==> config.mk <==
export PLATFORM = sky130hd
export DESIGN_NAME = directional_earth_fault_config
export DESIGN_NICKNAME = d
export VERILOG_FILES = /design/src/hdl/earth_fault_pkg.sv /design/src/hdl/directional_earth_fault_config.sv
export VERILOG_INCLUDE_DIRS = /design/src /design/src/hdl
export SDC_FILE = /design/constraint.sdc
export NUM_CORES = 1
export LEC_CHECK = 0
export ABC_CLOCK_PERIOD_IN_PS = 2900
export BUFFER_PORTS_ARGS = -buffer_cell sky130_fd_sc_hd__buf_2
export CAP_MARGIN = 5
export CORE_MARGIN = 2
export CORE_UTILIZATION = 55
export CTS_BUF_LIST = sky130_fd_sc_hd__clkbuf_4
export DETAILED_ROUTE_END_ITERATION = 6
export PLACE_DENSITY_LB_ADDON = 0.2
export RECOVER_POWER = 25
export SLEW_MARGIN = 20
export SYNTH_ARGS = -nofsm -noshare
export SYNTH_HDL_FRONTEND = slang
export SYNTH_SLANG_ARGS = --single-unit
==> constraint.sdc <==
create_clock -name clk_i -period 2.9 [get_ports clk_i]
set_input_delay 0 -clock clk_i [delete_from_list [all_inputs] [get_ports clk_i]]
set_output_delay 0 -clock clk_i [all_outputs]
set_load 0.05 [all_outputs]
==> src/hdl/earth_fault_defs.svh <==
// Purpose: Constants for the directional earth-fault configuration block
// Assumes: Eight front selector switches, bit 0 is switch one
// Notes: Offsets are register indices on the plain register port
`ifndef EARTH_FAULT_DEFS_SVH
`define EARTH_FAULT_DEFS_SVH

// Selector switch bit positions
`define SW_DIR_BIT 0
`define SW_EXT_BIT 1
`define SW_SIN_BIT 2
`define SW_LATCH_BIT 3
`define SW_TRANGE_BIT 4
`define SW_HRANGE_BIT 5
`define SW_U0_LO_BIT 6
`define SW_U0_HI_BIT 7

// Register offsets
`define OFS_SWITCH 4'h0
`define OFS_STATUS 4'h1
`define OFS_CLEAR 4'h2
`define OFS_ENABLE 4'h3
`define OFS_COMMAND 4'h4
`define OFS_SETTING 4'h5
`define OFS_DECODE 4'h6

// Command bits
`define CMD_LATCH_CLEAR_BIT 0

// Residual voltage thresholds, percent of rated voltage
`define U0_PCT_00 8'h02
`define U0_PCT_01 8'h05
`define U0_PCT_10 8'h0a
`define U0_PCT_11 8'h14

// Low-set operate time limits, tenths of a second
`define TLOW_MIN_NARROW 8'h01
`define TLOW_MAX_NARROW 8'h0a
`define TLOW_MIN_WIDE 8'h0a
`define TLOW_MAX_WIDE 8'h64

// High-set start value limits, percent of rated current
`define HSET_MIN_WIDE 8'h05
`define HSET_MAX_WIDE 8'h28
`define HSET_MIN_NARROW 8'h01
`define HSET_MAX_NARROW 8'h08
`define HSET_INFINITE 8'hff

// Status bit positions
`define ST_TRIP1_BIT 0
`define ST_TRIP2_BIT 1
`define ST_CLEARED_BIT 2
`define ST_ERASE_BIT 3

// Reset values
`define RST_SWITCH 8'h00
`define RST_ENABLE 4'h0

`endif

==> src/hdl/earth_fault_pkg.sv <==
// Purpose: Types for the directional earth-fault configuration block
// Assumes: Nothing beyond the constants header
// Notes: Types only
package earth_fault_pkg;

	typedef enum logic [1:0] {
		CHAR_COSINE = 2'b00,
		CHAR_SINE = 2'b01
	} char_mode_type;

	typedef enum logic [1:0] {
		LATCH_IDLE = 2'b00,
		LATCH_HELD = 2'b01
	} latch_state_type;

	typedef struct packed {
		logic [7:0] low_time_set;
		logic [7:0] high_start_set;
	} setting_type;

	typedef struct packed {
		logic [7:0] u0_threshold;
		logic [7:0] low_time_min;
		logic [7:0] low_time_max;
		logic [7:0] high_start_min;
		logic [7:0] high_start_max;
	} decode_type;

endpackage : earth_fault_pkg
==> src/hdl/directional_earth_fault_config.sv <==
// Purpose: Selector switch decode and trip-latch logic of a directional
//          neutral overcurrent relay stage
// Assumes: Pins and pushbuttons are asynchronous and debounced elsewhere
// Notes: Register port with read data one cycle after the read strobe
//
// Behaviour
// - Switch two hands characteristic to external input, else switch three picks sine
// - Latch off: trip outputs follow the start condition of their stage
// - Latch on: trip outputs hold until an explicit clear
// - Clear latched trips by both pushbuttons together or remote clear command
// - Both pushbuttons together also erase recorded measurement values
// - Low time switch clear: low-set operate time range 0.1 to 1.0 s
// - Low time switch set: low-set operate time range 1 to 10 s
// - High range switch clear: high-set start 5 to 40 percent or infinite
// - High range switch set: high-set start 1 to 8 percent or infinite
// - Switches seven and eight pick residual threshold 2, 5, 10, 20 percent
// - Infinite high-set setting disables that stage completely
`timescale 1ns/1ps
`include "earth_fault_defs.svh"

module directional_earth_fault_config
	import earth_fault_pkg::*;
(
	input wire logic clk_i,
	input wire logic rst_i,
	input wire logic ce_i,
	input wire logic [3:0] reg_addr_i,
	input wire logic [7:0] reg_wdata_i,
	input wire logic reg_wr_i,
	input wire logic reg_rd_i,
	output logic [7:0] reg_rdata_o,
	input wire logic external_characteristic_control_i,
	input wire logic step_button_i,
	input wire logic reset_button_i,
	input wire logic low_stage_operate_i,
	input wire logic high_stage_operate_i,
	output logic trip_output_one_o,
	output logic trip_output_two_o,
	output logic sine_mode_o,
	output logic high_stage_enable_o,
	output logic [7:0] u0_threshold_o,
	output logic [7:0] low_time_setting_o,
	output logic [7:0] high_start_setting_o,
	output logic erase_records_o,
	output logic irq_o
);

	////////////////////////////////////////////////////////////////////////
	// Input synchronisers

	logic [4:0] pin_meta_q;
	logic [4:0] pin_sync_q;
	logic ext_ctrl_s;
	logic step_s;
	logic reset_s;
	logic low_op_s;
	logic high_op_s;

	always_ff @(posedge clk_i)
	begin
		if (rst_i)
		begin
			pin_meta_q <= 5'h00;
			pin_sync_q <= 5'h00;
		end
		else if (ce_i)
		begin
			pin_meta_q <= {external_characteristic_control_i,
				step_button_i, reset_button_i,
				low_stage_operate_i, high_stage_operate_i};
			pin_sync_q <= pin_meta_q;
		end
	end

	assign ext_ctrl_s = pin_sync_q[4];
	assign step_s = pin_sync_q[3];
	assign reset_s = pin_sync_q[2];
	assign low_op_s = pin_sync_q[1];
	assign high_op_s = pin_sync_q[0];

	////////////////////////////////////////////////////////////////////////
	// Register decode

	logic [7:0] front_selector_switch_group_q;
	setting_type setting_q;
	logic [3:0] enable_q;
	logic [3:0] status_q;
	logic wr_switch;
	logic wr_clear;
	logic wr_enable;
	logic wr_command;
	logic wr_setting;
	logic trip_latch_clear_command;

	assign wr_switch = reg_wr_i && (reg_addr_i == `OFS_SWITCH);
	assign wr_clear = reg_wr_i && (reg_addr_i == `OFS_CLEAR);
	assign wr_enable = reg_wr_i && (reg_addr_i == `OFS_ENABLE);
	assign wr_command = reg_wr_i && (reg_addr_i == `OFS_COMMAND);
	assign wr_setting = reg_wr_i && (reg_addr_i == `OFS_SETTING);
	assign trip_latch_clear_command =
		wr_command && reg_wdata_i[`CMD_LATCH_CLEAR_BIT];

	always_ff @(posedge clk_i)
	begin
		if (rst_i)
		begin
			front_selector_switch_group_q <= `RST_SWITCH;
			enable_q <= `RST_ENABLE;
			setting_q <= '0;
		end
		else if (ce_i)
		begin
			if (wr_switch)
				front_selector_switch_group_q <= reg_wdata_i;
			if (wr_enable)
				enable_q <= reg_wdata_i[3:0];
			if (wr_setting && reg_addr_i[0])
				setting_q.high_start_set <= reg_wdata_i;
		end
	end

	// Raw low-time setting sits one offset above the decode read-back
	logic wr_low_time;
	assign wr_low_time = reg_wr_i && (reg_addr_i == `OFS_DECODE + 4'h1);
	logic [7:0] low_time_q;

	always_ff @(posedge clk_i)
	begin
		if (rst_i)
			low_time_q <= `TLOW_MIN_NARROW;
		else if (ce_i && wr_low_time)
			low_time_q <= reg_wdata_i;
	end

	////////////////////////////////////////////////////////////////////////
	// Switch decode

	logic sw_ext;
	logic sw_sin;
	logic sw_latch;
	logic sw_trange;
	logic sw_hrange;
	logic [1:0] sw_u0;
	char_mode_type char_mode;
	decode_type dec;
	logic high_infinite;
	logic [7:0] low_time_clamped;
	logic [7:0] high_start_clamped;

	assign sw_ext = front_selector_switch_group_q[`SW_EXT_BIT];
	assign sw_sin = front_selector_switch_group_q[`SW_SIN_BIT];
	assign sw_latch = front_selector_switch_group_q[`SW_LATCH_BIT];
	assign sw_trange = front_selector_switch_group_q[`SW_TRANGE_BIT];
	assign sw_hrange = front_selector_switch_group_q[`SW_HRANGE_BIT];
	assign sw_u0 = {front_selector_switch_group_q[`SW_U0_HI_BIT],
		front_selector_switch_group_q[`SW_U0_LO_BIT]};

	assign char_mode = (sw_ext ? ext_ctrl_s : sw_sin) ? CHAR_SINE
		: CHAR_COSINE;

	assign dec.u0_threshold = (sw_u0 == 2'b00) ? `U0_PCT_00
		: (sw_u0 == 2'b01) ? `U0_PCT_01
		: (sw_u0 == 2'b10) ? `U0_PCT_10
		: `U0_PCT_11;

	assign dec.low_time_min = sw_trange ? `TLOW_MIN_WIDE : `TLOW_MIN_NARROW;
	assign dec.low_time_max = sw_trange ? `TLOW_MAX_WIDE : `TLOW_MAX_NARROW;

	assign dec.high_start_min = sw_hrange ? `HSET_MIN_NARROW
		: `HSET_MIN_WIDE;
	assign dec.high_start_max = sw_hrange ? `HSET_MAX_NARROW
		: `HSET_MAX_WIDE;

	// Out-of-range settings are clamped rather than refused
	assign low_time_clamped = (low_time_q < dec.low_time_min)
		? dec.low_time_min
		: (low_time_q > dec.low_time_max) ? dec.low_time_max : low_time_q;

	assign high_infinite = (setting_q.high_start_set == `HSET_INFINITE);
	assign high_start_clamped = high_infinite ? `HSET_INFINITE
		: (setting_q.high_start_set < dec.high_start_min)
		? dec.high_start_min
		: (setting_q.high_start_set > dec.high_start_max)
		? dec.high_start_max : setting_q.high_start_set;

	////////////////////////////////////////////////////////////////////////
	// Trip latch

	logic both_buttons;
	logic both_buttons_q;
	logic button_clear;
	logic latch_clear;
	logic trip1_cause;
	logic trip2_cause;
	latch_state_type latch1_q;
	latch_state_type latch2_q;

	assign both_buttons = step_s && reset_s;
	// Edge of the button pair so a held press clears once
	assign button_clear = both_buttons && !both_buttons_q;
	assign latch_clear = button_clear || trip_latch_clear_command;
	assign trip1_cause = low_op_s;
	assign trip2_cause = high_op_s && !high_infinite;

	always_ff @(posedge clk_i)
	begin
		if (rst_i)
		begin
			both_buttons_q <= 1'b0;
			latch1_q <= LATCH_IDLE;
			latch2_q <= LATCH_IDLE;
		end
		else if (ce_i)
		begin
			both_buttons_q <= both_buttons;
			case (latch1_q)
				LATCH_IDLE: if (trip1_cause && sw_latch) latch1_q <= LATCH_HELD;
				LATCH_HELD: if (latch_clear || !sw_latch) latch1_q <= LATCH_IDLE;
				default: latch1_q <= LATCH_IDLE;
			endcase
			case (latch2_q)
				LATCH_IDLE: if (trip2_cause && sw_latch) latch2_q <= LATCH_HELD;
				LATCH_HELD: if (latch_clear || !sw_latch || high_infinite)
					latch2_q <= LATCH_IDLE;
				default: latch2_q <= LATCH_IDLE;
			endcase
		end
	end

	////////////////////////////////////////////////////////////////////////
	// Outputs and interrupts

	logic [3:0] events;
	logic [3:0] status_d;

	assign events = {button_clear, latch_clear, trip2_cause, trip1_cause};
	// Set wins over a clear in the same cycle
	assign status_d = (status_q & ~(wr_clear ? reg_wdata_i[3:0] : 4'h0))
		| events;

	always_ff @(posedge clk_i)
	begin
		if (rst_i)
		begin
			trip_output_one_o <= 1'b0;
			trip_output_two_o <= 1'b0;
			sine_mode_o <= 1'b0;
			high_stage_enable_o <= 1'b0;
			u0_threshold_o <= `U0_PCT_00;
			low_time_setting_o <= `TLOW_MIN_NARROW;
			high_start_setting_o <= `HSET_MIN_WIDE;
			erase_records_o <= 1'b0;
			status_q <= 4'h0;
			irq_o <= 1'b0;
		end
		else if (ce_i)
		begin
			trip_output_one_o <= trip1_cause ||
				(latch1_q == LATCH_HELD && !latch_clear);
			trip_output_two_o <= trip2_cause ||
				(latch2_q == LATCH_HELD && !latch_clear && !high_infinite);
			sine_mode_o <= (char_mode == CHAR_SINE);
			high_stage_enable_o <= !high_infinite;
			u0_threshold_o <= dec.u0_threshold;
			low_time_setting_o <= low_time_clamped;
			high_start_setting_o <= high_start_clamped;
			erase_records_o <= button_clear;
			status_q <= status_d;
			irq_o <= |(status_d & enable_q);
		end
	end

	////////////////////////////////////////////////////////////////////////
	// Read port

	logic [7:0] rd_mux;

	assign rd_mux = (reg_addr_i == `OFS_SWITCH)
		? front_selector_switch_group_q
		: (reg_addr_i == `OFS_STATUS) ? {4'h0, status_q}
		: (reg_addr_i == `OFS_ENABLE) ? {4'h0, enable_q}
		: (reg_addr_i == `OFS_SETTING) ? low_time_clamped
		: (reg_addr_i == `OFS_DECODE) ? dec.u0_threshold
		: (reg_addr_i == `OFS_DECODE + 4'h1) ? low_time_q
		: 8'h00;

	always_ff @(posedge clk_i)
	begin
		if (rst_i)
			reg_rdata_o <= 8'h00;
		else if (ce_i)
			reg_rdata_o <= reg_rd_i ? rd_mux : 8'h00;
	end

endmodule : directional_earth_fault_config

==> impl_metrics.sql <==
INSERT INTO impl_metrics (metric_group, metric, value, unit) VALUES
('critical_path', 'worstSetupPathType', 'flop to flop', ''),
('timing', 'maxClockFrequency', '405', 'MHz'),
('timing', 'finalSetupViolCount', '0', ''),
('drt', 'vias', '3769', ''),
('floorplanning', 'io_pins', '60', ''),
('run_status', 'failed_checks', 'max-capacitance violations, max-slew violations', ''),
('global_routing', 'grt_start_max_net_pins', '45', ''),
('synthesis', 'yosysWarnings', '0', ''),
('placement', 'globalplace.congestion', '0.975', ''),
('job', 'drv.max_cap_violation_count', '2', ''),
('critical_path', 'r2r-end', 'reg_rdata_o[2]$_SDFFE_PP0P_', ''),
('critical_path', 'worst_setup_path_end_kind', 'flop', ''),
('synthesis', 'postSynthRegisterBits', '80', ''),
('floorplanning', 'core-area', '7140', 'um^2'),
('timing', 'report.final.hold_viol_count', '0', ''),
('clocking', 'clk_pin_slew_worst_paths', '0.15', 'ns'),
('power_and_ir_drop', 'cellLeakagePower', '1.66', 'nW'),
('layout', 'post_route_cells_drive_above_1_share', '15.5', '%'),
('drt', 'post_drt_via_cell_ratio', '6.08', ''),
('clocking', 'worst_skew_pair.late_latency', '0.43', 'ns'),
('placement', 'preCtsSetupSlack', '0.499', 'ns'),
('synthesis', 'synth.most_common_cell', 'sky130_fd_sc_hd__dfxtp_1', ''),
('synthesis', 'synth_cell_area', '3980', 'um^2'),
('global_routing', 'antenna_violations_before_repair', '0', ''),
('critical_path', 'r2r_slack', '0.43', 'ns'),
('layout', 'flow.area_growth_from_synthesis', '13.8', '%'),
('timing', 'slew-limit-headroom', '-35.1', '%'),
('synthesis', 'synth_async_sr_flop_share', '0', '%'),
('synthesis', 'netlist_top_cells_count', 'sky130_fd_sc_hd__dfxtp_1 (80), sky130_fd_sc_hd__nor2_1 (65), sky130_fd_sc_hd__mux2i_1 (43)', ''),
('floorplanning', 'placement_rows', '31', ''),
('clocking', 'cts_buffer_depth', '2', ''),
('run_status', 'outcome', 'complete, but fails checks', ''),
('critical_path', 'cp.arrival', '2.83', 'ns'),
('layout', 'num_antenna_cells', '0', ''),
('placement', 'place.port_buffers', '56', ''),
('critical_path', 'crit_path_start_kind', 'flop', ''),
('clocking', 'tritoncts_sink_count', '80', ''),
('floorplanning', 'chipHeight', '89.1', 'um'),
('critical_path', 'worst_r2r_startpoint', 'front_selector_switch_group_q[4]$_SDFFE_PP0P_', ''),
('synthesis', 'yosys.cell_types.count', '65', ''),
('synthesis', 'synth_flop_cell', 'sky130_fd_sc_hd__dfxtp_1', ''),
('synthesis', 'synth_top_cell_by_area', 'sky130_fd_sc_hd__dfxtp_1', ''),
('critical_path', 'cp_max_fo', '13', ''),
('drt', 'routed_wl', '10.9', 'mm'),
('critical_path', 'required', '3.26', 'ns'),
('global_routing', 'first_global_vias', '3366', ''),
('clocking', 'tritoncts_clock_tree', 'done', ''),
('drt', 'drt_iter0_markers', '302', ''),
('timing', 'slew_at_the_pin_with_the_worst_max_slew_slack', '2.03', 'ns'),
('timing', 'final_max_slew_viol_count', '78', ''),
('synthesis', 'synth_area_leaders', 'sky130_fd_sc_hd__dfxtp_1 (40%), sky130_fd_sc_hd__mux2i_1 (11%), sky130_fd_sc_hd__nor2_1 (6.1%), sky130_fd_sc_hd__nand2_1 (3.5%), sky130_fd_sc_hd__ha_1 (2.8%)', ''),
('drt', 'wirelength_per_cell', '17.6', 'um'),
('floorplanning', 'start_util', '55.8', '%'),
('clocking', 'cts_resized', '0', ''),
('synthesis', 'synthesis.area_per_instance', '8.71', 'um^2'),
('synthesis', 'seq_total_area_yosys', '40.3', '%'),
('clocking', 'clock-root-buffer', 'sky130_fd_sc_hd__clkbuf_4', ''),
('min_path', 'hold_depth', '2', ''),
('drt', 'remaining_drc_errors', '0', ''),
('placement', 'hpwl', '7.58', 'mm'),
('min_path', 'worst_hold_startpoint', 'rst_i', ''),
('timing', 'final_period_minus_worst_setup_slack', '2.47', 'ns'),
('layout', 'final_util', '63.4', '%'),
('floorplanning', 'die_area', '7930', 'um^2'),
('synthesis', 'number_of_synthesized_flops_with_an_enable_pin', '0', ''),
('min_path', 'hp-class', 'primary input to flop', ''),
('power_and_ir_drop', 'vdd_ir_drop_max', '0.289', 'mV'),
('clocking', 'cts_inserted_buffers', '9', ''),
('global_routing', 'grt_util_all_layers', '28.1', '%'),
('min_path', 'worst_hold_path.endpoint', 'pin_meta_q[4]$_SDFFE_PP0P_', ''),
('global_routing', 'first_pass_grt_wire_length', '17.3', 'mm');
-- metrics by stage --
step                instances  power (mW)  cell area [um^2]
finish                    620        1.99              4530
global route              620        2.07              4530
CTS                       620        2.00              4550
detailed placement        590        1.39              4290
global placement          590        1.38              4290
floorplan                 459        1.32              3990
-- registers in the layout (all words and copies together), names as in the netlist, 8 cells and up --
name	count
front_selector_switch_group_q	8
high_start_setting_o	8
setting_q	8
low_time_q	8
low_time_setting_o	8
reg_rdata_o	8
-- cells in the final DEF (no fill, tap or decap), types with 3 or more instances in the layout --
master                          instances
sky130_fd_sc_hd__clkbuf_1              13
sky130_fd_sc_hd__conb_1                 3
sky130_fd_sc_hd__dfxtp_1               80
sky130_fd_sc_hd__o21ai_0               19
sky130_fd_sc_hd__a211oi_1               5
sky130_fd_sc_hd__o211ai_1               4
sky130_fd_sc_hd__o2111ai_1              4
sky130_fd_sc_hd__nand2_1               37
sky130_fd_sc_hd__nor2_4                 3
sky130_fd_sc_hd__clkbuf_4               9
sky130_fd_sc_hd__dlygate4sd3_1         14
sky130_fd_sc_hd__mux2i_1               43
sky130_fd_sc_hd__ha_1                   9
sky130_fd_sc_hd__a21o_1                 5
sky130_fd_sc_hd__nand4_1                6
sky130_fd_sc_hd__a31oi_1                9
sky130_fd_sc_hd__or3_1                  3
sky130_fd_sc_hd__o22ai_1                5
sky130_fd_sc_hd__nand2b_1               3
sky130_fd_sc_hd__a21oi_1               22
sky130_fd_sc_hd__nor2b_1                6
sky130_fd_sc_hd__a22oi_1                3
sky130_fd_sc_hd__a41oi_1                6
sky130_fd_sc_hd__nor2_1                65
sky130_fd_sc_hd__nand3_1               16
sky130_fd_sc_hd__buf_2                 46
sky130_fd_sc_hd__and2_1                 5
sky130_fd_sc_hd__and3_1                 3
sky130_fd_sc_hd__nor3_1                10
sky130_fd_sc_hd__inv_1                 12
-- how the worst max path moves through the flow --
stage,from,slack [ns],cells after the start,endpoint
5_1_grt,front_selector_switch_group_q[4]$_SDFFE_PP0P_,0.28,7,reg_rdata_o[6]$_SDFFE_PP0P_
2_1_floorplan,front_selector_switch_group_q[4]$_SDFFE_PP0P_,0.69,8,reg_rdata_o[3]$_SDFFE_PP0P_
3_5_place_dp,front_selector_switch_group_q[4]$_SDFFE_PP0P_,0.50,7,reg_rdata_o[2]$_SDFFE_PP0P_
3_3_place_gp,front_selector_switch_group_q[4]$_SDFFE_PP0P_,0.59,7,reg_rdata_o[6]$_SDFFE_PP0P_
4_1_cts,front_selector_switch_group_q[4]$_SDFFE_PP0P_,0.43,7,reg_rdata_o[2]$_SDFFE_PP0P_
6_report,front_selector_switch_group_q[4]$_SDFFE_PP0P_,0.43,7,reg_rdata_o[2]$_SDFFE_PP0P_
-- final cells by class --
type / count / area [um^2] / share of cell area [%]
clock buffer: 9 / 67.6 / 1.49
timing repair buffer: 75 / 434 / 9.59
sequential: 80 / 1600 / 35.4
inverter: 14 / 52.6 / 1.16
multi-input combinational: 336 / 2190 / 48.5
tap: 99 / 124 / 2.74
clock inverter: 7 / 53.8 / 1.19
-- cell families after synthesis --
logic type,synth area share [%]
and+or+nand+nor,21.5
DFF,40.3
adders and majority gates,2.83
muxes,10.8
buffers and inverters,4.81
AOI/OAI and AO/OA,19.7
other,0.0942
-- power breakdown --
| group | internal (mW) | leakage (nW) | switching [mW] | total, mW |
|---|---|---|---|---|
| registers | 1.12 | 0.648 | 0.0146 | 1.13 |
| logic | 0.0758 | 0.949 | 0.169 | 0.245 |
| clock network | 0.185 | 0.0663 | 0.429 | 0.614 |
| total | 1.38 | 1.66 | 0.613 | 1.99 |
-- what timing repair did --
action,4_1_cts,5_1_grt
endpoints found under the hold margin,40,0
setup buffers,0,0
hold buffers,14,0
-- critical path: stages (launching register included) --
cell	delay (ns)
sky130_fd_sc_hd__dfxtp_1	0.37
sky130_fd_sc_hd__clkinv_1	0.19
sky130_fd_sc_hd__ha_1	0.39
sky130_fd_sc_hd__nor3b_1	0.29
sky130_fd_sc_hd__o31ai_2	0.14
sky130_fd_sc_hd__a21o_1	0.35
sky130_fd_sc_hd__a2111o_1	0.49
sky130_fd_sc_hd__a31oi_1	0.17
-- per-layer routing --
layer / global-route usage, % / vias up / part of all wire (%)
met3: 4.16 / 33 / 6.1
met2: 45.2 / 153 / 46
li1: - / 1785 / -
met4: 11.0 / 0 / 2.8
met5: 0 / - / 0
met1: 38.2 / 1798 / 45
(Power assumes the default switching activity.)
